`src/pkg/flash_guard_defines.vh`:
```
// Constants for the flash region access guard
`ifndef FLASH_GUARD_DEFINES_VH
`define FLASH_GUARD_DEFINES_VH
`define FG_REGIONS       32
`define FG_REGION_BITS   5
`define FG_REGION_LSB    15
`define FG_OFF_BITS      15
`define FG_ADDR_BITS     20
`define FG_REGION_BYTES  16'h8000
`define FG_SUB_UNIT      16'h0020
`define FG_SUB_MAX_SIZE  4'hA
`define FG_SUB_ENTRIES   2
`define FG_PERM_BITS     5
`define FG_PERM_READ     0
`define FG_PERM_WRITE    1
`define FG_PERM_EXEC     2
`define FG_PERM_SECURE   3
`define FG_PERM_LOCK     4
`define FG_PERM_RESET    5'h0F
`define FG_AREA_MAIN     2'h0
`define FG_AREA_USER     2'h1
`define FG_AREA_FACTORY  2'h2
`define FG_MASTER_CPU    3'h0
`define FG_DATA_BITS     32
`endif

```
`src/flash_region_access_guard.v`:
```
// Access checker between bus masters and the on-chip flash
`timescale 1ns/10ps
`include "flash_guard_defines.vh"
module flash_region_access_guard (
  input  wire                          clk_i,
  input  wire                          rstn_i,
  // Permission table programming
  input  wire                          perm_wr_i,
  input  wire [`FG_REGION_BITS-1:0]    perm_wr_idx_i,
  input  wire [`FG_PERM_BITS-1:0]      perm_wr_data_i,
  // Callable sub-region entries, packed per entry
  input  wire [2*`FG_REGION_BITS-1:0]  callable_region_i,
  input  wire [7:0]                    callable_size_i,
  // Per-master security attribute for non-CPU masters
  input  wire [7:0]                    master_secure_i,
  input  wire                          err_irq_enable_i,
  input  wire                          debug_active_i,
  // Transfer request
  input  wire                          req_valid_i,
  input  wire [`FG_ADDR_BITS-1:0]      req_addr_i,
  input  wire [1:0]                    req_area_i,
  input  wire                          req_write_i,
  input  wire                          req_erase_i,
  input  wire                          req_fetch_i,
  input  wire [2:0]                    req_master_i,
  input  wire                          req_secure_i,
  input  wire [`FG_DATA_BITS-1:0]      flash_rdata_i,
  // Answer and flash side
  output reg                           rsp_valid_o,
  output reg                           rsp_error_o,
  output reg  [`FG_DATA_BITS-1:0]      rsp_rdata_o,
  output reg                           callable_hit_o,
  output reg                           flash_read_o,
  output reg                           flash_write_o,
  output reg                           flash_erase_o,
  output reg  [`FG_ADDR_BITS-1:0]      flash_addr_o,
  output reg                           secure_fault_o,
  output reg                           bus_fault_o,
  output reg                           flash_access_error_event_o,
  output reg                           err_irq_o,
  output reg  [`FG_REGION_BITS-1:0]    err_region_o,
  output reg  [2:0]                    err_master_o
);
  // Stage one registers, aligned with the permission read
  reg                          s1_valid_reg;
  reg  [`FG_ADDR_BITS-1:0]     s1_addr_reg;
  reg  [1:0]                   s1_area_reg;
  reg                          s1_write_reg;
  reg                          s1_erase_reg;
  reg                          s1_fetch_reg;
  reg                          s1_cpu_reg;
  reg                          s1_secure_reg;
  reg  [2:0]                   s1_master_reg;
  wire [`FG_PERM_BITS-1:0]     perm;
  wire [`FG_REGION_BITS-1:0]   req_region;
  wire [`FG_REGION_BITS-1:0]   s1_region;
  wire [`FG_OFF_BITS-1:0]      s1_offset;
  wire                         req_cpu;
  wire                         req_attr;
  wire [4*`FG_SUB_ENTRIES-1:0] sub_eff;
  reg  [3:0]                   sub_size;
  reg  [15:0]                  sub_low;
  reg                          in_sub;
  reg                          sec_required;
  reg                          sec_viol;
  reg                          perm_viol;
  reg                          blocked;
  reg                          s2_error_next;
  reg                          sfault_next;
  reg                          bfault_next;
  reg                          event_next;
  integer                      k;
  genvar                       g;

  // Region index is the offset divided by the region size
  assign req_region = req_addr_i[`FG_ADDR_BITS-1:`FG_REGION_LSB];
  assign s1_region  = s1_addr_reg[`FG_ADDR_BITS-1:`FG_REGION_LSB];
  assign s1_offset  = s1_addr_reg[`FG_OFF_BITS-1:0];
  assign req_cpu    = (req_master_i == `FG_MASTER_CPU);

  // Non-CPU masters cannot vouch for themselves; use the table here
  assign req_attr = req_cpu ? req_secure_i : master_secure_i[req_master_i];

  region_perm_table u_perm (
    .clk_i     (clk_i),
    .rstn_i    (rstn_i),
    .wr_i      (perm_wr_i),
    .wr_idx_i  (perm_wr_idx_i),
    .wr_data_i (perm_wr_data_i),
    .rd_idx_i  (req_region),
    .rd_data_o (perm)
  );

  // Capture the request while the table is read
  always @(posedge clk_i or negedge rstn_i) begin
    if (!rstn_i) begin
      s1_valid_reg  <= 1'b0;
      s1_addr_reg   <= {`FG_ADDR_BITS{1'b0}};
      s1_area_reg   <= `FG_AREA_MAIN;
      s1_write_reg  <= 1'b0;
      s1_erase_reg  <= 1'b0;
      s1_fetch_reg  <= 1'b0;
      s1_cpu_reg    <= 1'b0;
      s1_secure_reg <= 1'b0;
      s1_master_reg <= 3'h0;
    end else begin
      s1_valid_reg  <= req_valid_i;
      s1_addr_reg   <= req_addr_i;
      s1_area_reg   <= req_area_i;
      s1_write_reg  <= req_write_i;
      s1_erase_reg  <= req_erase_i;
      s1_fetch_reg  <= req_fetch_i;
      s1_cpu_reg    <= req_cpu;
      s1_secure_reg <= req_attr;
      s1_master_reg <= req_master_i;
    end
  end

  // Per entry: size counts only if nonzero and aimed at this region
  generate
    for (g = 0; g < `FG_SUB_ENTRIES; g = g + 1) begin : g_sub
      wire [3:0] sz  = callable_size_i[g*4 +: 4];
      wire [3:0] cap = (sz > `FG_SUB_MAX_SIZE) ? `FG_SUB_MAX_SIZE : sz;
      wire       sel = (callable_region_i[g*`FG_REGION_BITS +: `FG_REGION_BITS] == s1_region);
      assign sub_eff[g*4 +: 4] = sel ? cap : 4'h0;
    end
  endgenerate

  // Largest matching size wins; sub-region only inside a secure region
  always @* begin
    sub_size = 4'h0;
    for (k = 0; k < `FG_SUB_ENTRIES; k = k + 1) begin
      if (sub_eff[k*4 +: 4] > sub_size) begin
        sub_size = sub_eff[k*4 +: 4];
      end
    end
    // Size n spans 32 bytes shifted up by n-1, counted down from the top
    sub_low = `FG_REGION_BYTES - (`FG_SUB_UNIT << (sub_size - 4'h1));
    in_sub  = (s1_area_reg == `FG_AREA_MAIN) && (sub_size != 4'h0) &&
              perm[`FG_PERM_SECURE] && ({1'b0, s1_offset} >= sub_low);
  end

  // Violation classification
  always @* begin
    sec_required = 1'b0;
    perm_viol    = 1'b0;
    case (s1_area_reg)
      `FG_AREA_MAIN: begin
        sec_required = perm[`FG_PERM_SECURE];
        if (s1_fetch_reg) begin
          perm_viol = !perm[`FG_PERM_EXEC] && !debug_active_i;
        end else if (s1_write_reg || s1_erase_reg) begin
          perm_viol = !perm[`FG_PERM_WRITE];
        end else begin
          perm_viol = !perm[`FG_PERM_READ];
        end
      end
      `FG_AREA_USER: begin
        sec_required = 1'b1;
        perm_viol    = s1_fetch_reg && !debug_active_i;
      end
      `FG_AREA_FACTORY: begin
        sec_required = 1'b1;
        perm_viol    = (s1_fetch_reg && !debug_active_i) ||
                       s1_write_reg || s1_erase_reg;
      end
      default: begin
        sec_required = 1'b1;
        perm_viol    = 1'b1;
      end
    endcase
    // A non-secure CPU fetch into the callable top is the legal entry path
    sec_viol = sec_required && !s1_secure_reg &&
               !(in_sub && s1_fetch_reg && s1_cpu_reg);
    blocked  = sec_viol || perm_viol;
  end

  // Fault and event routing by master type
  always @* begin
    s2_error_next = s1_valid_reg && blocked;
    sfault_next   = 1'b0;
    bfault_next   = 1'b0;
    event_next    = 1'b0;
    if (s1_valid_reg && s1_cpu_reg) begin
      sfault_next = sec_viol;
      bfault_next = !sec_viol && perm_viol;
      event_next  = !sec_viol && perm_viol;
    end else if (s1_valid_reg) begin
      event_next  = blocked;
    end
  end

  // Answer stage, every output straight from a flip-flop
  always @(posedge clk_i or negedge rstn_i) begin
    if (!rstn_i) begin
      rsp_valid_o                <= 1'b0;
      rsp_error_o                <= 1'b0;
      rsp_rdata_o                <= {`FG_DATA_BITS{1'b0}};
      callable_hit_o             <= 1'b0;
      flash_read_o               <= 1'b0;
      flash_write_o              <= 1'b0;
      flash_erase_o              <= 1'b0;
      flash_addr_o               <= {`FG_ADDR_BITS{1'b0}};
      secure_fault_o             <= 1'b0;
      bus_fault_o                <= 1'b0;
      flash_access_error_event_o <= 1'b0;
      err_irq_o                  <= 1'b0;
    end else begin
      rsp_valid_o <= s1_valid_reg;
      rsp_error_o <= s2_error_next;
      // Zero data hides blocked content from the master
      if (s1_valid_reg && !blocked && !s1_write_reg && !s1_erase_reg) begin
        rsp_rdata_o <= flash_rdata_i;
      end else begin
        rsp_rdata_o <= {`FG_DATA_BITS{1'b0}};
      end
      callable_hit_o <= s1_valid_reg && in_sub;
      flash_read_o  <= s1_valid_reg && !blocked && !s1_write_reg && !s1_erase_reg;
      // Blocked writes and erases never reach the array
      flash_write_o <= s1_valid_reg && !blocked && s1_write_reg;
      flash_erase_o <= s1_valid_reg && !blocked && s1_erase_reg;
      flash_addr_o  <= s1_addr_reg;
      secure_fault_o             <= sfault_next;
      bus_fault_o                <= bfault_next;
      flash_access_error_event_o <= event_next;
      err_irq_o                  <= event_next && err_irq_enable_i;
    end
  end

  // Where the last blocked transfer went, for fault handlers
  always @(posedge clk_i or negedge rstn_i) begin
    if (!rstn_i) begin
      err_region_o <= {`FG_REGION_BITS{1'b0}};
      err_master_o <= 3'h0;
    end else if (s2_error_next) begin
      err_region_o <= s1_region;
      err_master_o <= s1_master_reg;
    end
  end
endmodule // flash_region_access_guard

```
`src/region_perm_table.v`:
```
// Table of per-region permission sets with lockable entries
`timescale 1ns/10ps
`include "flash_guard_defines.vh"
module region_perm_table (
  input  wire                         clk_i,
  input  wire                         rstn_i,
  input  wire                         wr_i,
  input  wire [`FG_REGION_BITS-1:0]   wr_idx_i,
  input  wire [`FG_PERM_BITS-1:0]     wr_data_i,
  input  wire [`FG_REGION_BITS-1:0]   rd_idx_i,
  output reg  [`FG_PERM_BITS-1:0]     rd_data_o
);
  wire [`FG_PERM_BITS*`FG_REGIONS-1:0] flat;
  genvar g;

  // One entry per region, each written on its own
  generate
    for (g = 0; g < `FG_REGIONS; g = g + 1) begin : g_entry
      reg [`FG_PERM_BITS-1:0] perm_reg;
      always @(posedge clk_i or negedge rstn_i) begin
        if (!rstn_i) begin
          perm_reg <= `FG_PERM_RESET;
        end else if (wr_i && (wr_idx_i == g) && !perm_reg[`FG_PERM_LOCK]) begin
          perm_reg <= wr_data_i;
        end
      end
      assign flat[g*`FG_PERM_BITS +: `FG_PERM_BITS] = perm_reg;
    end
  endgenerate

  // Registered read port, one cycle of latency
  always @(posedge clk_i or negedge rstn_i) begin
    if (!rstn_i) begin
      rd_data_o <= {`FG_PERM_BITS{1'b0}};
    end else begin
      rd_data_o <= flat[rd_idx_i*`FG_PERM_BITS +: `FG_PERM_BITS];
    end
  end
endmodule // region_perm_table
```
`config.mk`:
```
export PLATFORM = sky130hd
export DESIGN_NAME = flash_region_access_guard
export DESIGN_NICKNAME = d
export VERILOG_FILES = /design/src/flash_region_access_guard.v /design/src/region_perm_table.v
export VERILOG_INCLUDE_DIRS = /design/src /design/src/pkg
export SDC_FILE = /design/constraint.sdc
export NUM_CORES = 1
export LEC_CHECK = 0
export ABC_AREA = 1
export ABC_CLOCK_PERIOD_IN_PS = 6400
export BUFFER_PORTS_ARGS = -buffer_cell sky130_fd_sc_hd__buf_4
export CELL_PAD_IN_SITES_DETAIL_PLACEMENT = 1
export CELL_PAD_IN_SITES_GLOBAL_PLACEMENT = 1
export CORE_MARGIN = 3
export CORE_UTILIZATION = 44
export CTS_CLUSTER_SIZE = 25
export DETAILED_ROUTE_END_ITERATION = 7
export PLACE_DENSITY = 0.82
export SYNTH_ARGS = -nofsm -noshare
export SYNTH_HDL_FRONTEND = slang
export SYNTH_SLANG_ARGS = --single-unit
```
`constraint.sdc`:
```
create_clock -name clk_i -period 6.4 [get_ports clk_i]
set_clock_uncertainty 0.2 [all_clocks]
set_input_delay 0.64 -clock clk_i [delete_from_list [all_inputs] [get_ports clk_i]]
set_output_delay 0.64 -clock clk_i [all_outputs]
set_load 0.05 [all_outputs]
```
==> flow_summary.toml, run 1 <==
[floorplanning]
rows = 58
die_y_um = 167
start_util_pct = 45.1
coreArea_um2 = 25300
io_pins = 173
die_w_um = 167
dieArea_um2 = 27900

[flow_run]
max_cap_violations = 0

[yosys]
synth_xor_area_share_pct = 0.307
yosys-top-cells-count = "228 x nand2_1, 227 x o21ai_0, 137 x dfrtp_1"
synth_top_family_by_area = "simple AND/OR/NAND/NOR gates"
ys_top_cells_by_area = "dfrtp_1 30%, dfstp_2 29%, o21ai_0 10%"
syn-num-nets = 1330
yosysWarnings = 0
syn_avg_cell_area_um2 = 9.41
synth-main-ff-cell = "dfrtp_1"
synth-seq-cells = 265
syn_area_um2 = 11400
synth_async_sr_flop_share_pct = 100
ys_types = 40
synthMuxAreaShare_pct = 0
synth_compound_area_share_pct = 14.5
synthCells = 1212
synth_largest_area_cell = "dfrtp_1"
synthAdderAreaFrac_pct = 1.64
synth_edf_count = 0
seq_area_frac_synth_pct = 59.5
synth.top_cell.area_share_pct = 30.0
synthSimpleGateAreaFrac_pct = 18.0
yosysMostFrequentCell = "nand2_1"

[min_path]
hp-class = "in -> reg"
hold_end = "s1_master_reg[2]"
hp-start = "req_master_i[2]"
hold_depth = 1

[timing]
setup_viol = 0
min_period_ps = 5880
fin_crit_sh_pct = 91.8
slew_viol_final = 0
setup_slack_ps = 525
hold_viol = 0
maxSlewHeadroom_pct = 23.7
fmax_mhz = 170
tightestPinTransition_ps = 1140
setup_tns_ps = 0
rsz0062_at_grt = "no"

[worst_setup_path]
cp.arrival_ps = 6160
crit_required_ps = 6680
cp_slowest_stage_delay_ps = 480
rrSetupSlack_ps = 520
reg2reg_to = "rsp_rdata_o[31]"
crit_fanout = 19
start_kind = "flop"
critPathLaunch = "s1_addr_reg[17]"
slowest_stage = "dfrtp_1"
path_common_cell = "nand2_1"
reg2reg_depth = 37
end_kind = "flop"
criticalPathCategory = "reg -> reg"
rr_startpoint = "s1_addr_reg[17]"

[placed_design]
portBuffers = 171
globalplace.congestion = 0.842
dpl_worst_slack_ps = 496
dp_hpwl_mm = 22.2
dp.cells = 1672

[clock_tree]
postCtsSetupBuffers = 0
cts_buffers = 29
ctsHtreeMaxLevel = 1
clk_pin_slew_ps = 60
cts_tree = "done"
clock-sinks = 265
insertion_delay_ps = 560
root_buffer = "clkbuf_16"
cts_buffer_depth = 3

[pwr]
seqPwrFrac_pct = 44.1
p_sw_share_pct = 26.7
power_switching_mw = 1.05
internal_power_mw = 2.88
pwr-share-comb_pct = 12.7
leakage_nw = 6.46
finalPower_mw = 3.93
ir_drop_uv = 219
p_per_area_nw_per_um2 = 277
clockPowerShare_pct = 43.3

[drt]
dr.pass1.iters = 5
vias = 9410
final_antenna_net_count = 0
drtIter0Drc = 575
via_per_inst = 5.38
drc = 0
wl_per_cell_um = 20.2
wl_mm = 35.4

[final_layout]
fin_nets = 1514
regArea_um2 = 6790
stdcell_count = 1750
largest_reg_flops = 160
drive_gt1_share_pct = 29.1
multiInputGateArea_um2 = 3940
n_fill_cell = 2872
syn_to_final_growth_pct = 24.4

[global_route]
grtUsageTotal_pct = 25.1
first_global_vias = 10295
grt_antenna_before_repair = 0
grt-ovfl-total = 0
grt_start_max_net_pins = 184
grt_pass1_wl_mm = 56.4

[outcome]
status = "finished, final reports clean"
[cell usage in the layout, fill, tap and decap left out, types with 10 or more instances in the layout]
cell           count
dfrtp_1          137
nand3_1           64
dlygate4sd3_1     23
ha_1              15
nor2_2            18
inv_1            119
nor2_4            17
o21ai_0          227
o221ai_1          28
inv_2             10
a21oi_1           12
nor2_1           109
clkbuf_16         29
dfstp_2          128
nand2_1          228
buf_4            171
[power groups by stage]
stage,sequential [mW],clock [mW],combinational (mW)
after CTS,1.73,1.74,0.497
after detailed placement,1.76,0,0.475
after global routing,1.74,1.81,0.544
after global placement,1.76,0,0.455
after floorplan,1.82,0,0.206
final,1.73,1.70,0.498
[worst max-delay path: cells and delay by family, from the launching register on]
family / cells / cell delay [ps]
XOR/XNOR: 1 / 250
adder cells (fa/ha/maj): 3 / 730
AO/OA/AOI/OAI: 3 / 520
AND/OR/NAND/NOR: 25 / 2910
flip-flops: 1 / 480
buffers and inverters: 5 / 720
[per-stage QoR]
step | hold WS (ps) | instance area (µm²) | util [%]
after detailed placement | 141 | 13000 | 51.2
after floorplan | 131 | 11400 | -
after CTS | 7.15 | 14200 | 56.0
after global placement | 131 | 13000 | 51.2
after global routing | 16.3 | 14200 | 56.0
final | 38.8 | 14200 | 56.0
[metal layers]
metal  wire length, µm  global-route usage (%)  up-vias
met5                 0                       0        -
met4              1070                    7.57        0
met3              1870                    4.72       67
met2             17800                    44.2      286
met1             14700                    31.4     4710
li1                  -                       -     4347
[final cells by class]
| cell class | instances | area share [%] |
|---|---|---|
| Sequential cell | 265 | 47.8 |
| Clock buffer | 41 | 5.99 |
| Timing Repair Buffer | 197 | 11.1 |
| Tap cell | 330 | 2.91 |
| Clock inverter | 13 | 0.961 |
| Inverter | 132 | 3.49 |
| Multi-Input combinational cell | 771 | 27.7 |
| Antenna cell | 1 | 0.0176 |
[repair_timing]
| action | CTS | global route |
|---|---|---|
| endpoints found under the setup margin | 0 | 0 |
| gates resized for setup | 0 | 0 |
| endpoints found under the hold margin | 59 | 0 |
| hold buffers | 23 | 0 |
[cell families (layout without fill, tap and decap cells)]
group / count (synthesis) / in the layout
adders and majority gates: 15 / 15
buffers and inverters: 176 / 383
and+or+nand+nor: 459 / 459
DFF: 265 / 265
AOI/OAI and AO/OA: 293 / 293
other: 0 / 1
xor gates and xnor gates: 4 / 4
[worst max path at each step]
stage                      end  slack [ps]  depth (start not counted)
6_report       rsp_rdata_o[31]         520                         37
5_1_grt        rsp_rdata_o[31]          20                         38
4_1_cts        rsp_rdata_o[31]         530                         38
3_5_place_dp   rsp_rdata_o[31]         500                         35
3_3_place_gp    rsp_rdata_o[0]         730                         35
2_1_floorplan  rsp_rdata_o[30]        1670                         35
Power figures use the tool's default switching activity.
==> run 2: changes to the inputs <==
ABC_AREA = unset   (was 1)
CORE_UTILIZATION = 47   (was 44)
PLACE_DENSITY = 0.9   (was 0.82)
==> flow_summary.toml, run 2 <==
[outcome]
status = "finished, final reports clean"

[timing]
slew_viol_final = 0
setup_tns_ps = 0
setup_slack_ps = 318
min_period_ps = 6080
maxSlewHeadroom_pct = 29.0
fin_crit_sh_pct = 95.0
fmax_mhz = 164
setup_viol = 0
tightestPinTransition_ps = 1060
hold_viol = 0

[drt]
dr.pass1.iters = 4
wl_mm = 31.2
via_per_inst = 5.58
wl_per_cell_um = 24.1
final_antenna_net_count = 0
vias = 7237
drc = 0
drtIter0Drc = 390

[placed_design]
dpl_worst_slack_ps = 229
dp.cells = 1227
dp_hpwl_mm = 20.1
place_area_um2 = 13100
globalplace.congestion = 0.803
portBuffers = 171

[yosys]
synthAdderAreaFrac_pct = 1.62
syn_area_um2 = 11600
synth_async_sr_flop_share_pct = 100
yosys-top-cells-count = "137 x dfrtp_1, 134 x mux2_2, 128 x dfstp_2"
ys_types = 51
synth_top_family_by_area = "multiplexers"
yosysMostFrequentCell = "dfrtp_1"
synthSimpleGateAreaFrac_pct = 9.28
synth-seq-cells = 265
synthMuxAreaShare_pct = 23.0
seq_area_frac_synth_pct = 58.7
synthCells = 768
synth_edf_count = 0
synth_xor_area_share_pct = 0.983
ys_top_cells_by_area = "dfrtp_1 30%, dfstp_2 29%, mux2_2 13%"
yosysWarnings = 0
syn_avg_cell_area_um2 = 15.1
synth.top_cell.area_share_pct = 29.6
synth-main-ff-cell = "dfrtp_1"
synth_compound_area_share_pct = 4.40
synth_largest_area_cell = "dfrtp_1"
syn-num-nets = 886

[floorplanning]
coreArea_um2 = 23800
die_y_um = 163
die_w_um = 163
start_util_pct = 48.6
io_pins = 173
rows = 56
dieArea_um2 = 26600

[global_route]
grt_start_max_net_pins = 144
grt_pass1_wl_mm = 48.4
first_global_vias = 8395
grt-ovfl-total = 0
grtUsageTotal_pct = 23.5
grt_antenna_before_repair = 0

[clock_tree]
ctsHtreeMaxLevel = 1
cts_tree = "done"
cts_buffer_depth = 3
insertion_delay_ps = 540
root_buffer = "clkbuf_16"
clk_pin_slew_ps = 70
clock-sinks = 265
cts_buffers = 28

[min_path]
hp-class = "in -> reg"
hp-start = "req_addr_i[9]"

[pwr]
clockPowerShare_pct = 36.0
leakage_nw = 6.13
power_switching_mw = 1.16
seqPwrFrac_pct = 48.1
pwr-share-comb_pct = 15.9
ir_drop_uv = 227
p_per_area_nw_per_um2 = 316
p_sw_share_pct = 25.8
internal_power_mw = 3.33

[final_layout]
fin_nets = 1073
drive_gt1_share_pct = 59.1
stdcell_count = 1296
final_util_pct = 59.7
final_common_cell = "buf_4"
final_cell_mix = "178 x buf_4, 137 x dfrtp_1, 134 x mux2_2, 128 x dfstp_2, 42 x mux4_2"
diodes = 0
syn_to_final_growth_pct = 22.8
stdcell_area_um2 = 14200
largest_reg_flops = 160

[worst_setup_path]
cp.arrival_ps = 6300
slowest_stage = "dfrtp_1"
critPathLaunch = "s1_addr_reg[19]"
end_kind = "flop"
crit_required_ps = 6620
crit_fanout = 9
criticalPathCategory = "reg -> reg"
rr_startpoint = "s1_addr_reg[19]"
start_kind = "flop"
critPathBufInv = 3
path_cells = "xnor2_1 -> nand3_2 -> nor3b_1 -> inv_1 -> ha_1 -> nor2b_1 -> o211ai_1 -> a21oi_4 -> buf_4 -> mux2i_1 -> nand2_1 -> ha_1 -> o41a_1 -> mux2i_2 -> o22ai_1 -> ha_1 -> nor3_1 -> o21ai_0 -> o211ai_1 -> nor2_1 -> nand3_2 -> a41oi_4 -> buf_4 -> mux2_4"
cp_slowest_stage_delay_ps = 490
path_common_cell = "ha_1"
cp_top_family = "compound AO/OA/AOI/OAI gates"

[flow_run]
max_cap_violations = 0
[run 2: cell count changes after synthesis, sizes merged, moves of 28 or more]
cell and change:
nand3 -54, o221ai -28, inv -115, o21ai -222, nor3b +35, nand2 -208
nor2 -122, mux4 +42, mux2 +142
[run 2: metrics by stage]
stage / power (mW) / hold WS (ps)
CTS: 4.51 / 1.39
global placement: 2.81 / 132
global route: 4.68 / -1.75
finish: 4.49 / 13.1
detailed placement: 2.87 / 140
floorplan: 2.61 / 131
[run 2: path summary, 6_finish.rpt]
kind / end / slack [ps] / depth (start not counted)
min: s1_addr_reg[9] / 10 / 1
max reg2reg: err_region_o[4] / 320 / 24
min in group asynchronous: flash_addr_o[3] / 60 / 1
max: err_region_o[4] / 320 / 24
max in group asynchronous: u_perm.rd_data_o[0] / 4470 / 2
min reg2reg: flash_addr_o[2] / 150 / 0
[run 2: final cells by class]
class / count / area (µm²)
Clock inverter: 15 / 144
Tap cell: 319 / 399
Inverter: 14 / 52.6
Timing Repair Buffer: 193 / 1500
Clock buffer: 37 / 776
Sequential cell: 265 / 6790
Fill cell: 2284 / 9600
Multi-Input combinational cell: 453 / 4560
[run 2: what timing repair did]
action | 4_1_cts | 5_1_grt
hold endpoints to repair | 12 | 1
endpoints found under the setup margin | 0 | 44
hold buffers | 12 | 1
resized for setup | 0 | 2
setup buffers | 0 | 4
[run 2: metal layers]
layer,global-route usage [%],up-vias,share of wire [%]
met1,28.9,3756,39
met4,7.57,0,3.7
li1,-,3175,-
met3,4.07,69,5.8
met5,0,-,0
met2,42.1,237,52
[run 2: kinds of logic (layout without fill, tap and decap cells)]
group,Yosys count,count (layout)
simple gates,166,166
flops,265,265
buf+inv,50,259
mux,192,192
xor+xnor,13,13
fa+ha+maj,15,15
compound gates,67,67
[run 2: power groups by stage]
stage          Combinational [mW]  Clock [mW]  Sequential [mW]
2_1_floorplan               0.411           0             2.20
3_3_place_gp                0.659           0             2.15
3_5_place_dp                0.694           0             2.18
4_1_cts                     0.710        1.65             2.16
5_1_grt                     0.768        1.73             2.18
6_report                    0.715        1.61             2.16
